File: src/pgtc_pkg.sv
package pgtc_pkg;
   // Register word indices; the byte address of a register is four times its index
   localparam logic [7:0] MON1_LEVEL_IDX = 8'h14;
   localparam logic [7:0] MON2_SUPPLY_IDX = 8'h15;
   localparam logic [7:0] CONV_WINDOW_IDX = 8'h16;
   localparam logic [7:0] GOOD_CTRL_IDX = 8'h17;
   localparam logic [7:0] OTP_CTRL_IDX = 8'h1C;
   localparam int ADDR_W = 10;
   // Reset values of the registers before the OTP image lands
   localparam logic [7:0] MON1_LEVEL_RST = 8'h00;
   localparam logic [7:0] MON2_SUPPLY_RST = 8'h00;
   localparam logic [7:0] CONV_WINDOW_RST = 8'h00;
   localparam logic [7:0] GOOD_CTRL_RST = 8'h02;
   // Field positions
   localparam int WIN_LO = 3;
   localparam int HI_WIN_LO = 6;
   localparam int ANA_LEVEL_POS = 5;
   localparam int BOOST_LEVEL_LO = 4;
   localparam int B_WIN_LO = 2;
   localparam int A_WIN_LO = 0;
   localparam int GOOD_B_BEH_POS = 7;
   localparam int GOOD_B_GATE_POS = 6;
   localparam int GOOD_B_POL_POS = 4;
   localparam int GOOD_A_BEH_POS = 3;
   localparam int GOOD_A_GATE_POS = 2;
   localparam int GOOD_A_DRV_POS = 1;
   localparam int GOOD_A_POL_POS = 0;
   // Writable mask of the control register: bit 5 is reserved
   localparam logic [7:0] GOOD_CTRL_MASK = 8'hDF;
   localparam logic [7:0] MON1_MASK = 8'h1F;

   // OTP default image, one byte for each level/control register
   typedef struct packed {
      logic [7:0] mon1;
      logic [7:0] mon2Supply;
      logic [7:0] convWindow;
      logic [7:0] goodCtrl;
   } pgtc_otp_t;

   // Register bus request
   typedef struct packed {
      logic [ADDR_W-1:0] addr;
      logic [31:0] wdata;
      logic wr;
      logic rd;
   } pgtc_bus_req_t;

   // Decoded settings for the analog comparators
   typedef struct packed {
      logic [1:0] mon1WindowWidth;
      logic [2:0] mon1NominalLevel;
      logic mon1DividerEn;
      logic [1:0] analogSupplyWindowWidth;
      logic analogSupplyNominalLevel;
      logic [1:0] mon2WindowWidth;
      logic [2:0] mon2NominalLevel;
      logic mon2DividerEn;
      logic [1:0] boostWindowWidth;
      logic [1:0] boostLevel;
      logic [1:0] stepDownBWindowWidth;
      logic [1:0] stepDownAWindowWidth;
   } pgtc_analog_t;

   // Decoded power-good output controls
   typedef struct packed {
      logic goodBBehaviour;
      logic goodBLatchedGating;
      logic goodBPolarity;
      logic goodABehaviour;
      logic goodALatchedGating;
      logic goodADriveType;
      logic goodAPolarity;
   } pgtc_good_t;

endpackage

File: src/pgtc_regs.sv
// The address-and-strobe port is this design's own decision.
`timescale 1ns/10ps
// Behaviour
// - Monitor A window bits 4-3: codes 0..3 give 2, 3, 4, 6 percent.
// - Monitor A level bits 2-0: codes 0..6 give 0.65 to 1.80 V.
// - Nonzero level code enables internal divider; zero leaves input high impedance.
// - Analog supply window bits 7-6: 4, 5, 10, 10 percent.
// - Analog supply level bit 5: clear is 3.3 V, set is 5.0 V.
// - Monitor B window bits 4-3 share monitor A's four-step encoding.
// - Monitor B level bits 2-0 as monitor A; code 7 also 1.80 V.
// - Boost window bits 7-6: 2, 4, 6, 8 percent.
// - Step-down B window bits 3-2: 30, 50, 70, 90 mV.
// - Step-down A window bits 1-0: 30, 50, 70, 90 mV.
// - Control register: B mode, gating, reserved, polarity; A mode, gating, type, polarity.
// - After reset fields hold constants until the OTP image is valid, then load its defaults.
// - Polarity clear drives output high when valid; set drives it low.
module pgtc_regs
   import pgtc_pkg::*;
(
   input wire logic core_clk,
   input wire logic rst,
   input wire pgtc_pkg::pgtc_bus_req_t busReq,
   output logic [31:0] rdData,
   input wire pgtc_pkg::pgtc_otp_t otpImage,
   input wire logic otpValid,
   input wire logic goodAValid,
   input wire logic goodBValid,
   output pgtc_pkg::pgtc_analog_t analogCfg,
   output pgtc_pkg::pgtc_good_t goodCfg,
   output logic [6:0] mon1WindowPct,
   output logic [7:0] mon1Level10mV,
   output logic [6:0] mon2WindowPct,
   output logic [7:0] mon2Level10mV,
   output logic [6:0] anaWindowPct,
   output logic [8:0] anaLevel10mV,
   output logic [6:0] boostWindowPct,
   output logic [6:0] stepDownBWindowMv,
   output logic [6:0] stepDownAWindowMv,
   output logic goodOutputA,
   output logic goodOutputB,
   output logic goodOutputAOe,
   output logic otpLoaded
);
   import pgtc_pkg::*;

   // All state of the block: registers, synchroniser, read data and registered outputs
   typedef struct packed {
      logic [7:0] mon1;
      logic [7:0] mon2Supply;
      logic [7:0] convWindow;
      logic [7:0] goodCtrl;
      logic otpDone;
      logic otpValidSync1;
      logic otpValidSync2;
      logic reloadReq;
      logic [31:0] rdData;
      pgtc_analog_t analog;
      pgtc_good_t good;
      logic [6:0] mon1Win;
      logic [7:0] mon1Lvl;
      logic [6:0] mon2Win;
      logic [7:0] mon2Lvl;
      logic [6:0] anaWin;
      logic [8:0] anaLvl;
      logic [6:0] boostWin;
      logic [6:0] bWin;
      logic [6:0] aWin;
      logic goodA;
      logic goodB;
      logic goodAOe;
   } pgtc_state_t;

   pgtc_state_t state_q;
   pgtc_state_t state_d;

   // Drive level of a power-good pin: polarity clear means high when valid
   function automatic logic goodLevel(input logic valid, input logic polarity);
      return valid ^ polarity;
   endfunction

   // Word index match on a byte address
   function automatic logic hitIdx(input logic [ADDR_W-1:0] addr, input logic [7:0] idx);
      return (addr[1:0] == 2'b00) && (addr[ADDR_W-1:2] == idx);
   endfunction

   // Monitor window code to percent; both monitor inputs share this encoding
   function automatic logic [6:0] decodeMonWindow(input logic [1:0] code);
      case (code)
         2'h0: return 7'h02;
         2'h1: return 7'h03;
         2'h2: return 7'h04;
         2'h3: return 7'h06;
         default: return 7'h00;
      endcase
   endfunction

   // Analog supply window code to percent; the two top codes give the same width
   function automatic logic [6:0] decodeAnaWindow(input logic [1:0] code);
      case (code)
         2'h0: return 7'h04;
         2'h1: return 7'h05;
         2'h2, 2'h3: return 7'h0A;
         default: return 7'h00;
      endcase
   endfunction

   // Boost window code to percent
   function automatic logic [6:0] decodeBoostWindow(input logic [1:0] code);
      case (code)
         2'h0: return 7'h02;
         2'h1: return 7'h04;
         2'h2: return 7'h06;
         2'h3: return 7'h08;
         default: return 7'h00;
      endcase
   endfunction

   // Step-down window code to millivolts; both step-down outputs share it
   function automatic logic [6:0] decodeBuckWindow(input logic [1:0] code);
      case (code)
         2'h0: return 7'h1E;
         2'h1: return 7'h32;
         2'h2: return 7'h46;
         2'h3: return 7'h5A;
         default: return 7'h00;
      endcase
   endfunction

   // Monitor level code to tens of millivolts; code 7 repeats the top level
   function automatic logic [7:0] decodeMonLevel(input logic [2:0] code);
      case (code)
         3'h0: return 8'h41;
         3'h1: return 8'h50;
         3'h2: return 8'h64;
         3'h3: return 8'h6E;
         3'h4: return 8'h78;
         3'h5: return 8'h82;
         3'h6, 3'h7: return 8'hB4;
         default: return 8'h00;
      endcase
   endfunction

   // Analog supply level bit to tens of millivolts
   function automatic logic [8:0] decodeAnaLevel(input logic sel);
      return sel ? 9'h1F4 : 9'h14A;
   endfunction

   // Internal divider on for every level code but zero, which leaves the input high impedance
   function automatic logic dividerOn(input logic [2:0] code);
      return code != 3'h0;
   endfunction

   // Bits that software and the default image may set; reserved bits stay zero
   function automatic logic [7:0] wrMask(input logic [7:0] idx);
      case (idx)
         MON1_LEVEL_IDX: return MON1_MASK;
         GOOD_CTRL_IDX: return GOOD_CTRL_MASK;
         default: return 8'hFF;
      endcase
   endfunction

   // Read data of one register word; unmapped and unaligned places read zero
   function automatic logic [31:0] readWord(input pgtc_state_t st, input logic [ADDR_W-1:0] addr);
      logic [7:0] val;
      val = 8'h00;
      if (addr[1:0] == 2'b00) begin
         case (addr[ADDR_W-1:2])
            MON1_LEVEL_IDX: val = st.mon1;
            MON2_SUPPLY_IDX: val = st.mon2Supply;
            CONV_WINDOW_IDX: val = st.convWindow;
            GOOD_CTRL_IDX: val = st.goodCtrl;
            OTP_CTRL_IDX: val = {6'h00, st.otpDone, st.reloadReq};
            default: val = 8'h00;
         endcase
      end
      return {24'h00_0000, val};
   endfunction

   // Control register bits to the power-good output controls; bit 5 is reserved
   function automatic pgtc_good_t decodeGood(input logic [7:0] ctrl);
      pgtc_good_t g;
      g.goodBBehaviour = ctrl[GOOD_B_BEH_POS];
      g.goodBLatchedGating = ctrl[GOOD_B_GATE_POS];
      g.goodBPolarity = ctrl[GOOD_B_POL_POS];
      g.goodABehaviour = ctrl[GOOD_A_BEH_POS];
      g.goodALatchedGating = ctrl[GOOD_A_GATE_POS];
      g.goodADriveType = ctrl[GOOD_A_DRV_POS];
      g.goodAPolarity = ctrl[GOOD_A_POL_POS];
      return g;
   endfunction

   // Pin enable: push-pull always drives, open drain drives only its low level
   function automatic logic pinEnable(input logic openDrain, input logic level);
      return !openDrain || !level;
   endfunction

   // Next-state logic: bus, OTP load, decoded outputs
   always_comb begin
      pgtc_state_t s;
      s = state_q;
      // Two-flop synchroniser for the asynchronous image-valid level
      s.otpValidSync1 = otpValid;
      s.otpValidSync2 = state_q.otpValidSync1;
      s.rdData = 32'h0000_0000;
      // Load the OTP defaults once the image is valid, or on software request
      // The load wins over a bus write in the same cycle, so such a write is lost
      if ((!state_q.otpDone || state_q.reloadReq) && state_q.otpValidSync2) begin
         s.mon1 = otpImage.mon1 & wrMask(MON1_LEVEL_IDX);
         s.mon2Supply = otpImage.mon2Supply;
         s.convWindow = otpImage.convWindow;
         s.goodCtrl = otpImage.goodCtrl & wrMask(GOOD_CTRL_IDX);
         s.otpDone = 1'b1;
         s.reloadReq = 1'b0;
      end else if (busReq.wr) begin
         // Register writes; unmapped or unaligned places change nothing
         if (hitIdx(busReq.addr, MON1_LEVEL_IDX)) begin
            s.mon1 = busReq.wdata[7:0] & wrMask(MON1_LEVEL_IDX);
         end
         if (hitIdx(busReq.addr, MON2_SUPPLY_IDX)) begin
            s.mon2Supply = busReq.wdata[7:0];
         end
         if (hitIdx(busReq.addr, CONV_WINDOW_IDX)) begin
            s.convWindow = busReq.wdata[7:0];
         end
         if (hitIdx(busReq.addr, GOOD_CTRL_IDX)) begin
            s.goodCtrl = busReq.wdata[7:0] & wrMask(GOOD_CTRL_IDX);
         end
         // Software reload request; the load itself clears it again
         if (hitIdx(busReq.addr, OTP_CTRL_IDX)) begin
            s.reloadReq = busReq.wdata[0];
         end
      end
      // Register reads, answered in the next cycle; unmapped reads return zero
      if (busReq.rd) begin
         s.rdData = readWord(state_q, busReq.addr);
      end
      // Field decode for the comparators
      s.analog.mon1WindowWidth = state_q.mon1[WIN_LO+:2];
      s.analog.mon1NominalLevel = state_q.mon1[2:0];
      s.analog.mon1DividerEn = dividerOn(state_q.mon1[2:0]);
      s.analog.analogSupplyWindowWidth = state_q.mon2Supply[HI_WIN_LO+:2];
      s.analog.analogSupplyNominalLevel = state_q.mon2Supply[ANA_LEVEL_POS];
      s.analog.mon2WindowWidth = state_q.mon2Supply[WIN_LO+:2];
      s.analog.mon2NominalLevel = state_q.mon2Supply[2:0];
      s.analog.mon2DividerEn = dividerOn(state_q.mon2Supply[2:0]);
      s.analog.boostWindowWidth = state_q.convWindow[HI_WIN_LO+:2];
      s.analog.boostLevel = state_q.convWindow[BOOST_LEVEL_LO+:2];
      s.analog.stepDownBWindowWidth = state_q.convWindow[B_WIN_LO+:2];
      s.analog.stepDownAWindowWidth = state_q.convWindow[A_WIN_LO+:2];
      // Trim values in physical units
      s.mon1Win = decodeMonWindow(state_q.mon1[WIN_LO+:2]);
      s.mon1Lvl = decodeMonLevel(state_q.mon1[2:0]);
      s.mon2Win = decodeMonWindow(state_q.mon2Supply[WIN_LO+:2]);
      s.mon2Lvl = decodeMonLevel(state_q.mon2Supply[2:0]);
      s.anaWin = decodeAnaWindow(state_q.mon2Supply[HI_WIN_LO+:2]);
      s.anaLvl = decodeAnaLevel(state_q.mon2Supply[ANA_LEVEL_POS]);
      s.boostWin = decodeBoostWindow(state_q.convWindow[HI_WIN_LO+:2]);
      s.bWin = decodeBuckWindow(state_q.convWindow[B_WIN_LO+:2]);
      s.aWin = decodeBuckWindow(state_q.convWindow[A_WIN_LO+:2]);
      // Control bits
      s.good = decodeGood(state_q.goodCtrl);
      // Pin levels; open drain only drives while the level is low
      s.goodA = goodLevel(goodAValid, state_q.goodCtrl[GOOD_A_POL_POS]);
      s.goodB = goodLevel(goodBValid, state_q.goodCtrl[GOOD_B_POL_POS]);
      s.goodAOe = pinEnable(state_q.goodCtrl[GOOD_A_DRV_POS], s.goodA);
      state_d = s;
   end

   // State register with synchronous reset
   always_ff @(posedge core_clk) begin
      if (rst) begin
         state_q <= '0;
         state_q.mon1 <= MON1_LEVEL_RST;
         state_q.mon2Supply <= MON2_SUPPLY_RST;
         state_q.convWindow <= CONV_WINDOW_RST;
         state_q.goodCtrl <= GOOD_CTRL_RST;
         // Pin A starts as open drain, matching the control register's reset value
         state_q.good.goodADriveType <= 1'b1;
         state_q.goodAOe <= 1'b1;
      end else begin
         state_q <= state_d;
      end
   end

   // Outputs straight from the state register
   assign rdData = state_q.rdData;
   assign analogCfg = state_q.analog;
   assign goodCfg = state_q.good;
   assign mon1WindowPct = state_q.mon1Win;
   assign mon1Level10mV = state_q.mon1Lvl;
   assign mon2WindowPct = state_q.mon2Win;
   assign mon2Level10mV = state_q.mon2Lvl;
   assign anaWindowPct = state_q.anaWin;
   assign anaLevel10mV = state_q.anaLvl;
   assign boostWindowPct = state_q.boostWin;
   assign stepDownBWindowMv = state_q.bWin;
   assign stepDownAWindowMv = state_q.aWin;
   assign goodOutputA = state_q.goodA;
   assign goodOutputB = state_q.goodB;
   assign goodOutputAOe = state_q.goodAOe;
   assign otpLoaded = state_q.otpDone;
endmodule

File: config.mk
export PLATFORM = sky130hd
export DESIGN_NAME = pgtc_regs
export DESIGN_NICKNAME = d
export VERILOG_FILES = /design/src/pgtc_pkg.sv /design/src/pgtc_regs.sv
export SDC_FILE = /design/constraint.sdc
export NUM_CORES = 1
export LEC_CHECK = 0
export ABC_AREA = 1
export BUFFER_PORTS_ARGS = -buffer_cell sky130_fd_sc_hd__buf_4
export CAP_MARGIN = 5
export CORE_AREA = 4 4 139 141
export CTS_CLUSTER_SIZE = 28
export DETAILED_ROUTE_END_ITERATION = 12
export DIE_AREA = 0 0 143 145
export MAX_ROUTING_LAYER = met4
export PLACE_DENSITY = 0.49
export SYNTH_ARGS = -nofsm -noshare
export SYNTH_HDL_FRONTEND = slang
export SYNTH_SLANG_ARGS = --single-unit
File: constraint.sdc
create_clock -name core_clk -period 2.8 [get_ports core_clk]
set_input_delay 0.14 -clock core_clk [delete_from_list [all_inputs] [get_ports core_clk]]
set_output_delay 0.14 -clock core_clk [all_outputs]
set_load 0.03 [all_outputs]
==> Word-level counts from Yosys, hierarchy flattened <==
Memories as Yosys holds them, arrays and structs flattened. A register that Yosys moved wholly into a read port is not among the register bits.
Cells that the tools add are included.
{ "totals": {"reg_bits": 148, "latchBits": 0, "mem_bits_rw": 0, "mem_bits_ro": 128, "in_bits": 81, "output_inout_bits": 133, "elab_cells": 115, "memories": 2} }
{ "classes": {"addsub": 0, "multipliers": 0, "div": 0, "order_cmp": 0, "eq_ne": 23, "n_shift": 0, "n_mux": 14, "n_bitwise": 4, "n_reduce_logical": 33} }
{ "mem_list": {"columns": ["memory", "depth", "word_bits", "rd", "rd_ports_with_merged_regs", "wr", "line", "source"], "rows": [
  ["(name not given)", 8, 8, 1, 1, 0, "pgtc_regs.sv:131", "case (code)"],
  ["(name not given)", 8, 8, 1, 1, 0, "pgtc_regs.sv:131", null]
]} }
{ "op_table": {"columns": ["operator", "count"], "rows": [
  ["$pmux W7 S4", 5],
  ["$mux W29", 2],
  ["$eq A8 B5 Y1 const B", 5],
  ["$pmux W8 S5", 1],
  ["$mux W8", 4],
  ["$eq A2 B2 Y1 const B", 12],
  ["$pmux W7 S3", 1],
  ["$logic_not A2 Y1", 7],
  ["$eq A2 B1 Y1 const B", 6],
  ["$reduce_and A2 Y1", 5],
  ["$reduce_bool A2 Y1", 5],
  ["$logic_and A1 B1 Y1", 6],
  ["$reduce_bool A3 Y1", 2],
  ["$mux W5", 1],
  ["$reduce_or A2 Y1", 2],
  ["$logic_not A1 Y1", 3],
  ["$reduce_or A3 Y1", 1],
  ["$logic_or A1 B1 Y1", 2],
  ["$not A1 Y1", 2],
  ["$xor A1 B1 Y1", 2]
]} }

==> Longest topological paths before layout <==
{ "logic_depth": {"word_depth": 5, "ltp_mapped": 10, "ltp_nobuf": 9} }

==> Worst setup path after synthesis <==
Ideal clock, no wire load.
{ "synth_path": {"path_kind": "register -> register", "from": "register state_q, in the netlist otpLoaded", "to": "register state_q, in the netlist state_d[81]", "setup_ns": 0.116, "arrival_time_ns": 1.325, "required_time_ns": 2.684, "setup_slack_ns": 1.360, "path_stages_with_launch": 10, "n_path_buf": 2, "period_less_slack_ns": 1.440, "cell_sequence": "dfxtp_1 > inv_2 > o21ai_4 > inv_2 > buf_6 > buf_6 > nand2_1 > nand2_1 > nor2_1 > nor2_1"} }
{ "synth_via": {"elab_chain_cells": 5, "word_cells_on_any_way": 7, "cone_classes": "mux: 1; reduce/logical: 6"} }
{ "synth_lines": {"columns": ["element", "line", "source"], "rows": [
  ["start: declaration", "pgtc_regs.sv:73", "pgtc_state_t state_q;"],
  ["start signal: assignment", "pgtc_regs.sv:281", "state_q <= state_d;"],
  ["$logic_not A1 Y1 (*)", "pgtc_regs.sv:207", "if ((!state_q.otpDone || state_q.reloadReq) && state_q.otpValidSync2) begin"],
  ["$logic_or A1 B1 Y1 (*)", "pgtc_regs.sv:207", null],
  ["$logic_and A1 B1 Y1 (*)", "pgtc_regs.sv:207", null],
  ["$reduce_bool A2 Y1 (no source line)", null, null],
  ["$reduce_and A2 Y1 (no source line)", null, null]
]} }
Every way passes the cells marked *; elsewhere a longest branch is shown, timed or not.
A chain may end at the register's enable or synchronous reset.

==> Final worst setup path <==
{ "layout_path": {"from": "register state_q, in the netlist otpLoaded", "to": "register state_q, in the netlist state_d[90]"} }
Same word-level chain as after synthesis.

==> flow_summary.toml <==
[status]
outcome = "finished clean"

[global_route]
grt_antenna_before_repair = 0
global_route.overflow_total = 0
grt_use_total = 0.132
grt_max_degree = 36
grt_first_pass_wirelength_um = 20400
first_global_vias = 3675

[synth]
ys_seq_area_frac = 0.428
number_of_flops_mapped_to_enable_cells_by_yosys = 0
synthDominantAreaCellType = "sky130_fd_sc_hd__dfxtp_1"
gate_count_after_technology_mapping = 672
synthesis.area_mm2 = 0.00520
synth_top_area_frac = 0.428
most_frequent_cell_after_synthesis = "sky130_fd_sc_hd__buf_4"
synth-seq-cells = 111
yosys_warnings = 0
async_flop_share = 0
synth_area_per_cell_um2 = 7.73
synth.top_cells.by_area = "sky130_fd_sc_hd__dfxtp_1, sky130_fd_sc_hd__buf_4, sky130_fd_sc_hd__nor2_1"
post_synth_top_flop = "sky130_fd_sc_hd__dfxtp_1"
synthDistinctLibCells = 31
top_post_synthesis_cells_by_count = "sky130_fd_sc_hd__buf_4, sky130_fd_sc_hd__nor2_1, sky130_fd_sc_hd__dfxtp_1"

[route]
firstDrtPassIters = 4
dr_total_vias = 3735
via_per_inst = 3.91
drc = 0
antenna_violating_nets_post_route = 0
post_drt_wl_per_cell_um = 14.0
route.final.wire_length_um = 13300
1st_iter_drt_viols = 139

[floorplanning]
die-width_um = 143
fp.dieArea_mm2 = 0.0207
ios = 214
start_util = 0.289
site_row_count = 49
die_h_um = 145
core_region_area_mm2 = 0.0180

[setup_path]
worstSetupStartpointType = "flop"
timing.critical_path.to_type = "flop"
regToRegSetupSlack_ns = 1.13
crit_required_ns = 3.06
critical_path_at_ns = 1.93
crit_path_max_fanout = 29
timing.setup.critical_path_class = "reg -> reg"

[cells_and_area]
multi_input_comb_area_mm2 = 0.00178
finish.instance_area_mm2 = 0.00595
flow.area_growth_from_synthesis_pct = 14.5
final_layout_size_suffix_gt1_frac = 0.246
n_fill_cell = 1989
final-seq-area_mm2 = 0.00222
final_net_count = 816
final_core_utilization = 0.331
antennaDiodeCount = 0

[clock_network]
post_cts.resized_instances = 0
cts_tree = "yes"
cts_buffers = 9
clock-sinks = 111
clock_insertion_delay_worst_skew_ns = 0.36
clk_pin_slew_ns = 0.08
cts.htree.levels = 3
clockRootBuffer = "sky130_fd_sc_hd__clkbuf_16"
cts_max_path_buffers = 2

[placed_design]
place.detailed.hpwl_um = 10000
io_buffers = 143
post_dp_cell_area_mm2 = 0.00564
gp_congestion = 0.793

[sta]
timing_hold_violations_final = 0
max_freq_mhz = 598
totalNegativeSetupSlack_ns = 0
finalCritPeriodShare = 0.598
clock_skew_ns = 0.0110
final-max-slew-violation-count = 0
report.final.setup_viol = 0
worst_slew_pin_slew_ns = 0.648
rsz_0062_raised_after_global_routing = "no"
relSlewSlack = 0.567
finalCriticalPeriod_ns = 1.67

[power]
vdd.ir_drop.worst_mv = 0.312
powerDensity_mw_per_mm2 = 593
p_leak_nw = 2.92

[job]
maxCapViolations = 0

[hold_path]
hp-class = "in -> reg"
-- flip-flops by register name, summed over array words and instances, names as in the netlist --
register and cells:
state_d 29, analogCfg 22, rdData 8, goodCfg 7, mon1Level10mV 7, mon2Level10mV 7, stepDownAWindowMv 5, stepDownBWindowMv 5
anaLevel10mV 3, anaWindowPct 3, boostWindowPct 3, mon1WindowPct 3, mon2WindowPct 3, state_q 2, goodOutputA 1, goodOutputAOe 1
goodOutputB 1, otpLoaded 1
-- area by class of cell --
type | count | area share
clock inverters | 4 | 0.00925
inverters | 69 | 0.0435
well taps | 229 | 0.0481
clock buffers | 12 | 0.0414
repair buffers | 146 | 0.185
flip-flops and latches | 111 | 0.373
multi-input cells | 385 | 0.300
-- critical path, cell delays in order, from the launching register on --
cell and delay, ns:
sky130_fd_sc_hd__dfxtp_1 0.38, sky130_fd_sc_hd__inv_2 0.07, sky130_fd_sc_hd__o21ai_4 0.38, sky130_fd_sc_hd__inv_2 0.33, sky130_fd_sc_hd__nand2_1 0.15, sky130_fd_sc_hd__nand2_1 0.05, sky130_fd_sc_hd__inv_1 0.05, sky130_fd_sc_hd__nand2_1 0.04
sky130_fd_sc_hd__nand2_1 0.06, sky130_fd_sc_hd__nor2_1 0.04
-- power breakdown --
group | switching (W) | internal, W | total, W
clock | 0.000596 | 0.000723 | 0.00132
combinational | 0.000349 | 0.000166 | 0.000515
sequential | 0.0000464 | 0.00165 | 0.00169
-- repair_timing --
action / 4_1_cts / 5_1_grt
hold buffers: 1 / 0
setup buffers: 0 / 0
hold endpoints to repair: 1 / 0
-- layout by cell type (no fill, tap or decap), types with 2 or more instances in the layout --
master | synthesis | final
sky130_fd_sc_hd__buf_4 | 131 | 145
sky130_fd_sc_hd__nor2_1 | 119 | 119
sky130_fd_sc_hd__dfxtp_1 | 111 | 111
sky130_fd_sc_hd__nand2_1 | 106 | 106
sky130_fd_sc_hd__inv_1 | 64 | 64
sky130_fd_sc_hd__conb_1 | 1 | 42
sky130_fd_sc_hd__nand3_1 | 39 | 39
sky130_fd_sc_hd__o21ai_0 | 16 | 16
sky130_fd_sc_hd__ha_1 | 13 | 13
sky130_fd_sc_hd__nor3_1 | 11 | 11
sky130_fd_sc_hd__a21oi_1 | 9 | 9
sky130_fd_sc_hd__clkbuf_16 | 0 | 9
sky130_fd_sc_hd__inv_2 | 5 | 5
sky130_fd_sc_hd__nand4_1 | 5 | 5
sky130_fd_sc_hd__nor2_4 | 4 | 4
sky130_fd_sc_hd__o21ai_1 | 4 | 4
sky130_fd_sc_hd__nand2_2 | 3 | 3
sky130_fd_sc_hd__nor2_2 | 2 | 2
sky130_fd_sc_hd__o21a_1 | 2 | 2
sky130_fd_sc_hd__nor4_1 | 2 | 2
sky130_fd_sc_hd__clkinv_4 | 0 | 2
sky130_fd_sc_hd__clkbuf_1 | 10 | 2
-- routing by layer --
metal	vias to the layer above	GRT usage	part of all wire	wire length, um
met5	-	-	0	0
met4	0	0.0399	0.015	199
met3	15	0.0408	0.084	1120
met2	129	0.191	0.43	5690
met1	1608	0.176	0.47	6330
li1	1983	-	-	-
-- kinds of logic after synthesis --
logic type                 count (synthesis)  share of synthesized area
AOI/OAI and AO/OA                         34                     0.0368
xor gates and xnor gates                   1                    0.00169
and+or+nand+nor                          295                      0.243
buffers and inverters                    217                      0.259
DFF                                      111                      0.428
adders and majority gates                 13                     0.0313
other                                      1                   0.000722
-- worst paths after layout --
| kind | startpoint | cells past startpoint | endpoint |
|---|---|---|---|
| hold reg to reg | state_d[133] | 2 | state_q[133] |
| setup reg to reg | otpLoaded | 9 | state_d[90] |
| hold / removal | goodBValid | 3 | goodOutputB |
| setup / recovery | otpLoaded | 9 | state_d[90] |
-- per-stage QoR --
stage	instances	setup slack, ns	total power [W]	hold WS (ns)
CTS	956	1.07	0.00360	0.00374
finish	956	1.13	0.00353	0.0188
floorplan	713	1.36	0.00216	0.224
global route	956	0.874	0.00370	0.0284
global placement	939	1.08	0.00224	0.352
detailed placement	939	1.03	0.00225	0.360
Note: power is estimated with default switching activity, not from simulation.
